$ cat config.mk
export PLATFORM = sky130hd
export DESIGN_NAME = ptrs_ctrl_flat
export DESIGN_NICKNAME = d
export VERILOG_FILES = /design/src/logic/ptrs_pkg.sv /design/src/logic/ptrs_if.sv /design/src/logic/ptrs_ctrl.sv /design/src/flat_wrapper.sv
export SDC_FILE = /design/constraint.sdc
export NUM_CORES = 1
export LEC_CHECK = 0
export BUFFER_PORTS_ARGS = -buffer_cell sky130_fd_sc_hd__buf_2
export CAP_MARGIN = 40
export CORE_UTILIZATION = 40
export DETAILED_ROUTE_END_ITERATION = 12
export PLACE_DENSITY = 0.69
export SLEW_MARGIN = 15
export SYNTH_ARGS = -nofsm -noshare
export SYNTH_HDL_FRONTEND = slang
export SYNTH_SLANG_ARGS = --single-unit
$ cat constraint.sdc
create_clock -name clock -period 2.25 [get_ports clock]
set_input_delay 0.225 -clock clock [delete_from_list [all_inputs] [get_ports clock]]
set_output_delay 0.225 -clock clock [all_outputs]
set_load 0.01 [all_outputs]
$ cat src/logic/ptrs_pkg.sv
// Shared constants and types for the transceiver reset sequencer and its channel model.
package ptrs_pkg;

	// Clock rate and timing figures; the hold and lock-to-data counts are derived from their times.
	localparam int CLK_MHZ       = 200;
	localparam int PLL_HOLD_NS   = 1000;
	localparam int PLL_HOLD_CYC  = (PLL_HOLD_NS * CLK_MHZ + 999) / 1000;
	localparam int LTD_MANUAL_NS = 4000;
	localparam int LTD_CYC_DEF   = (LTD_MANUAL_NS * CLK_MHZ + 999) / 1000;
	localparam int RX_SETTLE_CYC = 2;
	localparam int RX_PULSE_CYC  = 2;
	localparam int BUSY_SIM_CYC  = 20;
	localparam int PLL_LOCK_DEF  = 100;
	localparam int CDR_LOCK_DEF  = 200;
	localparam int LANES_DEF     = 4;
	localparam int CNT_W         = 16;

	// Register map of the sequencer, one aligned word each.
	localparam int          AXI_AW   = 8;
	localparam logic [7:0]  CTRL_OFS = 8'h00;
	localparam logic [7:0]  STAT_OFS = 8'h04;

	// Control word fields.
	localparam int          CTRL_RESTART  = 0;
	localparam int          CTRL_PD_EN    = 1;
	localparam int          CTRL_FAST     = 2;
	localparam int          CTRL_NORMAL   = 3;
	localparam int          CTRL_LANE_LSB = 4;
	localparam logic [7:0]  CTRL_RST      = 8'h10;

	// Status word fields.
	localparam int STAT_STATE_LSB = 0;
	localparam int STAT_PLL_LOCK  = 3;
	localparam int STAT_BUSY      = 4;
	localparam int STAT_PWRDN     = 5;
	localparam int STAT_TX_RST    = 6;
	localparam int STAT_RXFE_RST  = 7;
	localparam int STAT_RXLG_RST  = 8;
	localparam int STAT_PLL_HOLD  = 9;
	localparam int STAT_LOCK_LSB  = 12;

	// Bus response codes.
	localparam logic [1:0] RESP_OKAY   = 2'h0;
	localparam logic [1:0] RESP_SLVERR = 2'h2;

	// Sequencer states, Gray coded along the usual path.
	typedef enum logic [2:0] {
		S_PLL_HOLD  = 3'h0,
		S_WAIT_LOCK = 3'h1,
		S_WAIT_BUSY = 3'h3,
		S_RX_SETTLE = 3'h2,
		S_RUN       = 3'h6,
		S_RELOCK    = 3'h7,
		S_LTD_WAIT  = 3'h5,
		S_RX_PULSE  = 3'h4
	} ptrs_state_t;

endpackage

$ cat src/logic/ptrs_if.sv
// Interface joining the reset sequencer to the transceiver channel.
`timescale 1ns/10ps
interface ptrs_if #(
	parameter int LANES = ptrs_pkg::LANES_DEF
);
	logic             multipurpose_pll_hold;
	logic             tx_logic_rst;
	logic             rx_frontend_rst;
	logic             rx_logic_rst;
	logic             powerdown;
	logic             pll_lock_flag;
	logic             busy;
	logic [LANES-1:0] rx_lock_to_data;

	// Sequencer end drives resets and power-down.
	modport ctrl_mp (
		output multipurpose_pll_hold,
		output tx_logic_rst,
		output rx_frontend_rst,
		output rx_logic_rst,
		output powerdown,
		input  pll_lock_flag,
		input  busy,
		input  rx_lock_to_data
	);

	// Channel end reports lock and calibration status.
	modport xcvr_mp (
		input  multipurpose_pll_hold,
		input  tx_logic_rst,
		input  rx_frontend_rst,
		input  rx_logic_rst,
		input  powerdown,
		output pll_lock_flag,
		output busy,
		output rx_lock_to_data
	);
endinterface // ptrs_if

$ cat src/logic/ptrs_ctrl.sv
// Reset sequencer for a PCIe transceiver channel with an AXI4-Lite control port.
`timescale 1ns/10ps
module ptrs_ctrl
	import ptrs_pkg::*;
#(
	parameter int LANES   = LANES_DEF,
	parameter int LTD_CYC = LTD_CYC_DEF
) (
	input  wire logic              clock,
	input  wire logic              rst_n,
	ptrs_if.ctrl_mp                link,
	input  wire logic [AXI_AW-1:0] s_axi_awaddr,
	input  wire logic              s_axi_awvalid,
	output logic                   s_axi_awready,
	input  wire logic [31:0]       s_axi_wdata,
	input  wire logic [3:0]        s_axi_wstrb,
	input  wire logic              s_axi_wvalid,
	output logic                   s_axi_wready,
	output logic [1:0]             s_axi_bresp,
	output logic                   s_axi_bvalid,
	input  wire logic              s_axi_bready,
	input  wire logic [AXI_AW-1:0] s_axi_araddr,
	input  wire logic              s_axi_arvalid,
	output logic                   s_axi_arready,
	output logic [31:0]            s_axi_rdata,
	output logic [1:0]             s_axi_rresp,
	output logic                   s_axi_rvalid,
	input  wire logic              s_axi_rready
);

	ptrs_state_t      state_q;
	logic [CNT_W-1:0] cnt_q;
	logic [7:0]       ctrl_q;
	logic             restart_q;
	logic             aw_hold_q;
	logic             w_hold_q;
	logic [AXI_AW-1:0] awaddr_q;
	logic [31:0]      wdata_q;
	logic [3:0]       wstrb_q;
	logic             aw_ok;
	logic             w_ok;
	logic             b_done;
	logic             wr_go;
	logic             aw_hold_d;
	logic             w_hold_d;
	logic             rvalid_d;
	logic             all_locked;
	logic [LANES-1:0] lane_mask;
	logic             pd_en;
	logic [31:0]      stat_word;

	assign pd_en     = ctrl_q[CTRL_PD_EN];
	assign lane_mask = ctrl_q[CTRL_LANE_LSB +: LANES];

	// Lanes left out of the bond count as locked so x1, x2 and x4 share one test.
	assign all_locked = &(link.rx_lock_to_data | ~lane_mask);

	// Write channel handshakes; address and data may arrive in either order.
	assign aw_ok     = s_axi_awvalid && s_axi_awready;
	assign w_ok      = s_axi_wvalid && s_axi_wready;
	assign b_done    = s_axi_bvalid && s_axi_bready;
	assign wr_go     = aw_hold_q && w_hold_q && !s_axi_bvalid;
	assign aw_hold_d = (aw_hold_q || aw_ok) && !b_done;
	assign w_hold_d  = (w_hold_q || w_ok) && !b_done;
	assign rvalid_d  = (s_axi_rvalid && !s_axi_rready) || (s_axi_arvalid && s_axi_arready);

	// Main sequence; a software restart re-enters the PLL hold step.
	always_ff @(posedge clock or negedge rst_n) begin
		if (!rst_n) begin
			state_q <= S_PLL_HOLD;
			cnt_q   <= '0;
		end else if (restart_q) begin
			state_q <= S_PLL_HOLD;
			cnt_q   <= '0;
		end else begin
			case (state_q)
				S_PLL_HOLD: begin
					// In power-down mode the hold stretches while busy, keeping power-down off it.
					if (!(pd_en && link.busy)) begin
						if (cnt_q == CNT_W'(PLL_HOLD_CYC - 1)) begin
							state_q <= S_WAIT_LOCK;
							cnt_q   <= '0;
						end else begin
							cnt_q <= cnt_q + CNT_W'(1);
						end
					end
				end
				S_WAIT_LOCK: begin
					if (link.pll_lock_flag) begin
						state_q <= S_WAIT_BUSY;
					end
				end
				S_WAIT_BUSY: begin
					if (!link.busy) begin
						state_q <= S_RX_SETTLE;
						cnt_q   <= '0;
					end
				end
				S_RX_SETTLE: begin
					if (cnt_q == CNT_W'(RX_SETTLE_CYC - 1)) begin
						state_q <= S_RUN;
					end else begin
						cnt_q <= cnt_q + CNT_W'(1);
					end
				end
				S_RUN: begin
					// Lock-to-data is ignored until software declares the normal phase.
					if (ctrl_q[CTRL_NORMAL] && !all_locked) begin
						state_q <= S_RELOCK;
					end
				end
				S_RELOCK: begin
					if (all_locked) begin
						state_q <= ctrl_q[CTRL_FAST] ? S_RX_PULSE : S_LTD_WAIT;
						cnt_q   <= '0;
					end
				end
				S_LTD_WAIT: begin
					if (!all_locked) begin
						state_q <= S_RELOCK;
					end else if (cnt_q == CNT_W'(LTD_CYC - 1)) begin
						state_q <= S_RX_PULSE;
						cnt_q   <= '0;
					end else begin
						cnt_q <= cnt_q + CNT_W'(1);
					end
				end
				S_RX_PULSE: begin
					if (cnt_q == CNT_W'(RX_PULSE_CYC - 1)) begin
						state_q <= S_RUN;
					end else begin
						cnt_q <= cnt_q + CNT_W'(1);
					end
				end
				default: begin
					state_q <= S_PLL_HOLD;
					cnt_q   <= '0;
				end
			endcase
		end
	end

	// Reset outputs follow the state one cycle later; out of reset the hold and resets are asserted and power-down is off.
	always_ff @(posedge clock or negedge rst_n) begin
		if (!rst_n) begin
			link.multipurpose_pll_hold <= 1'b1;
			link.tx_logic_rst          <= 1'b1;
			link.rx_frontend_rst       <= 1'b1;
			link.rx_logic_rst          <= 1'b1;
			link.powerdown             <= 1'b0;
		end else begin
			link.multipurpose_pll_hold <= (state_q == S_PLL_HOLD);
			link.tx_logic_rst          <= (state_q == S_PLL_HOLD) || (state_q == S_WAIT_LOCK);
			link.rx_frontend_rst       <= (state_q == S_PLL_HOLD) || (state_q == S_WAIT_LOCK) ||
			                              (state_q == S_WAIT_BUSY) || (state_q == S_RX_SETTLE);
			link.rx_logic_rst          <= (state_q == S_PLL_HOLD) || (state_q == S_WAIT_LOCK) ||
			                              (state_q == S_WAIT_BUSY) || (state_q == S_RX_SETTLE) ||
			                              (state_q == S_RX_PULSE);
			link.powerdown             <= pd_en && (state_q == S_PLL_HOLD) && !link.busy;
		end
	end

	// Write address and data capture, held until the response is taken.
	always_ff @(posedge clock or negedge rst_n) begin
		if (!rst_n) begin
			aw_hold_q     <= 1'b0;
			w_hold_q      <= 1'b0;
			awaddr_q      <= '0;
			wdata_q       <= '0;
			wstrb_q       <= '0;
			s_axi_awready <= 1'b0;
			s_axi_wready  <= 1'b0;
		end else begin
			aw_hold_q     <= aw_hold_d;
			w_hold_q      <= w_hold_d;
			s_axi_awready <= !aw_hold_d;
			s_axi_wready  <= !w_hold_d;
			if (aw_ok) begin
				awaddr_q <= s_axi_awaddr;
			end
			if (w_ok) begin
				wdata_q <= s_axi_wdata;
				wstrb_q <= s_axi_wstrb;
			end
		end
	end

	// Register update and write response; writes to status are ignored, others refused.
	always_ff @(posedge clock or negedge rst_n) begin
		if (!rst_n) begin
			ctrl_q       <= CTRL_RST;
			restart_q    <= 1'b0;
			s_axi_bvalid <= 1'b0;
			s_axi_bresp  <= RESP_OKAY;
		end else begin
			restart_q <= 1'b0;
			if (b_done) begin
				s_axi_bvalid <= 1'b0;
			end else if (wr_go) begin
				s_axi_bvalid <= 1'b1;
				s_axi_bresp  <= RESP_OKAY;
				if (awaddr_q[AXI_AW-1:2] == CTRL_OFS[AXI_AW-1:2]) begin
					if (wstrb_q[0]) begin
						ctrl_q    <= {wdata_q[7:1], 1'b0};
						restart_q <= wdata_q[CTRL_RESTART];
					end
				end else if (awaddr_q[AXI_AW-1:2] != STAT_OFS[AXI_AW-1:2]) begin
					s_axi_bresp <= RESP_SLVERR;
				end
			end
		end
	end

	// Status word showing the sequence state and the channel flags.
	always_comb begin
		stat_word                                  = '0;
		stat_word[STAT_STATE_LSB +: 3]             = state_q;
		stat_word[STAT_PLL_LOCK]                   = link.pll_lock_flag;
		stat_word[STAT_BUSY]                       = link.busy;
		stat_word[STAT_PWRDN]                      = link.powerdown;
		stat_word[STAT_TX_RST]                     = link.tx_logic_rst;
		stat_word[STAT_RXFE_RST]                   = link.rx_frontend_rst;
		stat_word[STAT_RXLG_RST]                   = link.rx_logic_rst;
		stat_word[STAT_PLL_HOLD]                   = link.multipurpose_pll_hold;
		stat_word[STAT_LOCK_LSB +: LANES]          = link.rx_lock_to_data;
	end

	// Read channel: data is captured on the address edge and answered the next cycle.
	always_ff @(posedge clock or negedge rst_n) begin
		if (!rst_n) begin
			s_axi_arready <= 1'b0;
			s_axi_rvalid  <= 1'b0;
			s_axi_rdata   <= '0;
			s_axi_rresp   <= RESP_OKAY;
		end else begin
			s_axi_rvalid  <= rvalid_d;
			s_axi_arready <= !rvalid_d;
			if (s_axi_arvalid && s_axi_arready) begin
				if (s_axi_araddr[AXI_AW-1:2] == CTRL_OFS[AXI_AW-1:2]) begin
					s_axi_rdata <= {24'h000000, ctrl_q};
					s_axi_rresp <= RESP_OKAY;
				end else if (s_axi_araddr[AXI_AW-1:2] == STAT_OFS[AXI_AW-1:2]) begin
					s_axi_rdata <= stat_word;
					s_axi_rresp <= RESP_OKAY;
				end else begin
					s_axi_rdata <= '0;
					s_axi_rresp <= RESP_SLVERR;
				end
			end
		end
	end

endmodule // ptrs_ctrl

$ cat src/flat_wrapper.sv
// flat-port wrapper written by rule: the top's interface ports become plain ports
module ptrs_ctrl_flat import ptrs_pkg::*;
#(
	parameter int LANES   = LANES_DEF,
	parameter int LTD_CYC = LTD_CYC_DEF
)
  (clock, rst_n, s_axi_awaddr, s_axi_awvalid, s_axi_awready, s_axi_wdata, s_axi_wstrb, s_axi_wvalid, s_axi_wready, s_axi_bresp, s_axi_bvalid, s_axi_bready, s_axi_araddr, s_axi_arvalid, s_axi_arready, s_axi_rdata, s_axi_rresp, s_axi_rvalid, s_axi_rready, link_multipurpose_pll_hold, link_tx_logic_rst, link_rx_frontend_rst, link_rx_logic_rst, link_powerdown, link_pll_lock_flag, link_busy, link_rx_lock_to_data);
  ptrs_if #(.LANES(LANES)) link_i ();
  input  wire logic clock;
  input  wire logic rst_n;
  input  wire logic [AXI_AW-1:0] s_axi_awaddr;
  input  wire logic s_axi_awvalid;
  output logic s_axi_awready;
  input  wire logic [31:0] s_axi_wdata;
  input  wire logic [3:0] s_axi_wstrb;
  input  wire logic s_axi_wvalid;
  output logic s_axi_wready;
  output logic [1:0] s_axi_bresp;
  output logic s_axi_bvalid;
  input  wire logic s_axi_bready;
  input  wire logic [AXI_AW-1:0] s_axi_araddr;
  input  wire logic s_axi_arvalid;
  output logic s_axi_arready;
  output logic [31:0] s_axi_rdata;
  output logic [1:0] s_axi_rresp;
  output logic s_axi_rvalid;
  input  wire logic s_axi_rready;
  output wire logic [$bits(link_i.multipurpose_pll_hold)-1:0] link_multipurpose_pll_hold;
  output wire logic [$bits(link_i.tx_logic_rst)-1:0] link_tx_logic_rst;
  output wire logic [$bits(link_i.rx_frontend_rst)-1:0] link_rx_frontend_rst;
  output wire logic [$bits(link_i.rx_logic_rst)-1:0] link_rx_logic_rst;
  output wire logic [$bits(link_i.powerdown)-1:0] link_powerdown;
  input wire logic [$bits(link_i.pll_lock_flag)-1:0] link_pll_lock_flag;
  input wire logic [$bits(link_i.busy)-1:0] link_busy;
  input wire logic [$bits(link_i.rx_lock_to_data)-1:0] link_rx_lock_to_data;
  assign link_multipurpose_pll_hold = link_i.multipurpose_pll_hold;
  assign link_tx_logic_rst = link_i.tx_logic_rst;
  assign link_rx_frontend_rst = link_i.rx_frontend_rst;
  assign link_rx_logic_rst = link_i.rx_logic_rst;
  assign link_powerdown = link_i.powerdown;
  assign link_i.pll_lock_flag = link_pll_lock_flag;
  assign link_i.busy = link_busy;
  assign link_i.rx_lock_to_data = link_rx_lock_to_data;
  ptrs_ctrl #(.LANES(LANES), .LTD_CYC(LTD_CYC)) u_core (.clock(clock), .rst_n(rst_n), .link(link_i), .s_axi_awaddr(s_axi_awaddr), .s_axi_awvalid(s_axi_awvalid), .s_axi_awready(s_axi_awready), .s_axi_wdata(s_axi_wdata), .s_axi_wstrb(s_axi_wstrb), .s_axi_wvalid(s_axi_wvalid), .s_axi_wready(s_axi_wready), .s_axi_bresp(s_axi_bresp), .s_axi_bvalid(s_axi_bvalid), .s_axi_bready(s_axi_bready), .s_axi_araddr(s_axi_araddr), .s_axi_arvalid(s_axi_arvalid), .s_axi_arready(s_axi_arready), .s_axi_rdata(s_axi_rdata), .s_axi_rresp(s_axi_rresp), .s_axi_rvalid(s_axi_rvalid), .s_axi_rready(s_axi_rready));
endmodule
==> impl_metrics.toml <==
[outcome]
outcome = "finished clean"

[synth]
synth-simple-area-share = 0.176
synth_ff_type = "dfrtp_1"
synth_mux_area_frac = 0.0889
synth_area_leader_cell = "dfrtp_1"
synth_top_family_by_area = "simple AND/OR/NAND/NOR gates"
synth_area_mm2 = 0.00343
synth_edf_count = 0
synth_top_area_share = 0.474
ys_ff_latch = 70
synth.area.top_cells = "dfrtp_1 47%, mux2_2 6.6%, a22o_1 4.6%"
synthCells = 324
ys_async_sr_fraction = 1.00
postSynthAreaPerCell_um2 = 10.6
synth_fa_ha_area_frac = 0.00729
synth_warnings = 0
synth_xor_area_frac = 0.00255
ys_types = 51
seq_area_frac_synth = 0.512
synth_compound_area_frac = 0.132

[placed_design]
io_buffer_count = 59
dpl_cell_area_mm2 = 0.00391
hpwlAfterDp_um = 5100
gp_congestion = 0.863

[worst_hold_path]
hold_path_end = "u_core.s_axi_bvalid$_DFFE_PN0P_"
min_from = "s_axi_bready"
holdPathStages = 2
holdCritPathClass = "input port to flip-flop"

[clocking]
cts-root-buf = "clkbuf_8"
cts_buffer_depth = 2
tritoncts = "done"
cts_buffers = 9
clk_latency_ns = 0.33
numClockSinks = 70
h-tree-depth = 3
path_clk_slew_ns = 0.07

[die]
io_pins = 111
start_util = 0.416
core_area_mm2 = 0.00826
die_h_um = 94.7
rows = 33
die-area_mm2 = 0.00896
die_w_um = 94.7

[setup_path]
worstSetupStartpointType = "flip-flop"
worst-path-max-fanout = 10
r2r_end = "u_core.cnt_q[6]$_DFFE_PN0P_"
critical_path_class = "flip-flop to flip-flop"
r2r_setup_slack_ns = 0.07
slowest_delay_ns = 0.40
cp.arrival_ns = 2.39
slowest_stage = "dfrtp_1"
path_cells = "inv_1 > ha_1 > nor4b_2 > and4_1 > a21oi_2 > o21a_1 > nor2b_1 > buf_4 > a22o_1"
ff2ff_path_depth = 9
critPathRequiredTime_ns = 2.46
endpoint_kind = "flip-flop"
reg2reg_from = "u_core.cnt_q[1]$_DFFE_PN0P_"

[timing]
tns_ns = 0
finalCritPeriodShare = 0.969
slew_violations = 0
clock_skew_ns = 0.00607
period_needed_ns = 2.18
timing.final.hold_violations = 0
max_freq_mhz = 458
setup_violations = 0
worst_hold_slack_ns = 0.0985

[finish]
drive_gt1_frac = 0.341
final_util = 0.507
diodes = 0
final_area_mm2 = 0.00419
nets = 479
areaGrowthSynthToFinish_pct = 21.9

[global_routing]
grt_overflow_total = 0
grt_antenna_before_repair = 0
grt_util_met2 = 0.261
track_usage = 0.168
grt_pass1_wl_um = 11500
grt_max_degree = 71
grt_use_met1 = 0.218
grt_pass1_vias = 2520
top_usage_layer = "met2"
use_met3 = 0.0491

[drt]
ant_nets = 0
wl_per_cell_um = 13.9
drt_iter0_drc = 120
vias_per_cell = 5.15
drt-total-wl_um = 7270
num_vias = 2686
drtPass1Iterations = 4
drc = 0

[power]
ir_drop_mv = 0.581
leakagePower_nw = 2.04
power_density_mw_per_mm2 = 1070

[run]
drv_cap = 0
power breakdown:
part | switching (mW) | total, mW | internal, mW
clock network | 0.470 | 1.01 | 0.542
logic | 0.815 | 1.59 | 0.773
registers | 0.270 | 1.88 | 1.61
flip-flops by register name, indices dropped and copies added (netlist names), 3 cells and up:
signal              cells
u_core.ctrl_q           7
u_core.s_axi_rdata     14
u_core.state_q          3
u_core.awaddr_q         6
u_core.cnt_q           16
u_core.wdata_q          8
cell usage after synthesis (2+ instances only):
library cell,count
a21oi_1,7
a22o_1,18
and3_1,5
and4_1,3
buf_2,3
buf_4,20
buf_6,3
clkbuf_1,4
dfrtp_1,65
dfstp_2,5
ha_1,2
inv_1,17
mux2_2,20
mux2i_1,8
nand2_1,32
nand2b_1,8
nand3_1,8
nand4_1,2
nor2_1,14
nor2b_1,8
nor3_1,8
nor4_1,2
nor4b_1,2
o21a_1,2
o21ai_0,28
o221ai_1,2
o22ai_1,2
or3_1,2
or4_1,2
metrics by stage:
| stage | cells | power [mW] | setup slack (ns) |
|---|---|---|---|
| final | 522 | 4.48 | 0.0689 |
| after global routing | 522 | 4.78 | -0.0435 |
| after CTS | 518 | 4.39 | 0.0484 |
| after detailed placement | 501 | 3.35 | 0.0469 |
| after global placement | 500 | 3.28 | -0.160 |
| after floorplan | 343 | 2.90 | 0.184 |
layout by cell type, fill, tap and decap left out, drive strengths merged, types with 2 or more instances in the layout:
| cell type | count |
|---|---|
| a21oi | 7 |
| nand2 | 32 |
| o21ai | 28 |
| and4 | 3 |
| buf | 87 |
| o21a | 2 |
| ha | 2 |
| o221ai | 2 |
| clkbuf | 11 |
| nor2 | 14 |
| a22o | 18 |
| nor3 | 9 |
| clkinv | 2 |
| nand2b | 8 |
| dfrtp | 65 |
| conb | 20 |
| nor2b | 8 |
| or3b | 2 |
| dfstp | 5 |
| or4 | 3 |
| mux2i | 8 |
| o22ai | 2 |
| nor4 | 4 |
| clkinvlp | 2 |
| nand4 | 3 |
| nand3 | 8 |
| inv | 17 |
| or3 | 2 |
| and3 | 5 |
| mux2 | 20 |
| nor4b | 2 |
logic make-up after synthesis:
family / after synthesis
xor gates and xnor gates: 1
muxes: 28
and+or+nand+nor: 107
buffers and inverters: 47
DFF: 70
AOI/OAI and AO/OA: 68
adders and majority gates: 2
other: 1
worst max-delay path by stage:
stage	from	endpoint	slack (ns)	cells after the start
after floorplan	u_core.cnt_q[0]$_DFFE_PN0P_	u_core.cnt_q[9]$_DFFE_PN0P_	0.18	7
after global placement	u_core.cnt_q[0]$_DFFE_PN0P_	u_core.cnt_q[6]$_DFFE_PN0P_	-0.16	7
after detailed placement	u_core.cnt_q[1]$_DFFE_PN0P_	u_core.cnt_q[9]$_DFFE_PN0P_	0.05	8
after CTS	u_core.cnt_q[0]$_DFFE_PN0P_	u_core.cnt_q[9]$_DFFE_PN0P_	0.05	9
after global routing	u_core.cnt_q[0]$_DFFE_PN0P_	u_core.cnt_q[6]$_DFFE_PN0P_	-0.04	9
final	u_core.cnt_q[1]$_DFFE_PN0P_	u_core.cnt_q[6]$_DFFE_PN0P_	0.07	9
layer usage:
layer / up-vias / routed length [um] / share of wire
met4: 0 / 118 / 0.016
met1: 1311 / 3390 / 0.47
met2: 70 / 3480 / 0.48
li1: 1293 / - / -
met5: - / 0 / 0
met3: 12 / 276 / 0.038
critical path: cells and delay by family (launching register included):
family,cells,cell delay (ns)
DFF,1,0.40
buffers and inverters,2,0.26
AOI/OAI and AO/OA,3,0.52
and+or+nand+nor,3,0.72
adders and majority gates,1,0.16
cell type report:
cell class / count / area, um2
clock buffers: 11 / 141
clock inverters: 5 / 58.8
fillers: 749 / 4070
inverters: 17 / 63.8
multi-input cells: 226 / 1500
flip-flops and latches: 70 / 1760
well taps: 105 / 131
repair buffers: 88 / 533
repair_timing:
action                                  in CTS  in global routing
endpoints found under the setup margin       0                 12
hold buffers                                 1                  0
hold endpoints to repair                    65                  0
setup buffers                                0                  3
gates resized for setup                      0                  9
No activity file was read; power rests on OpenSTA's default activity.
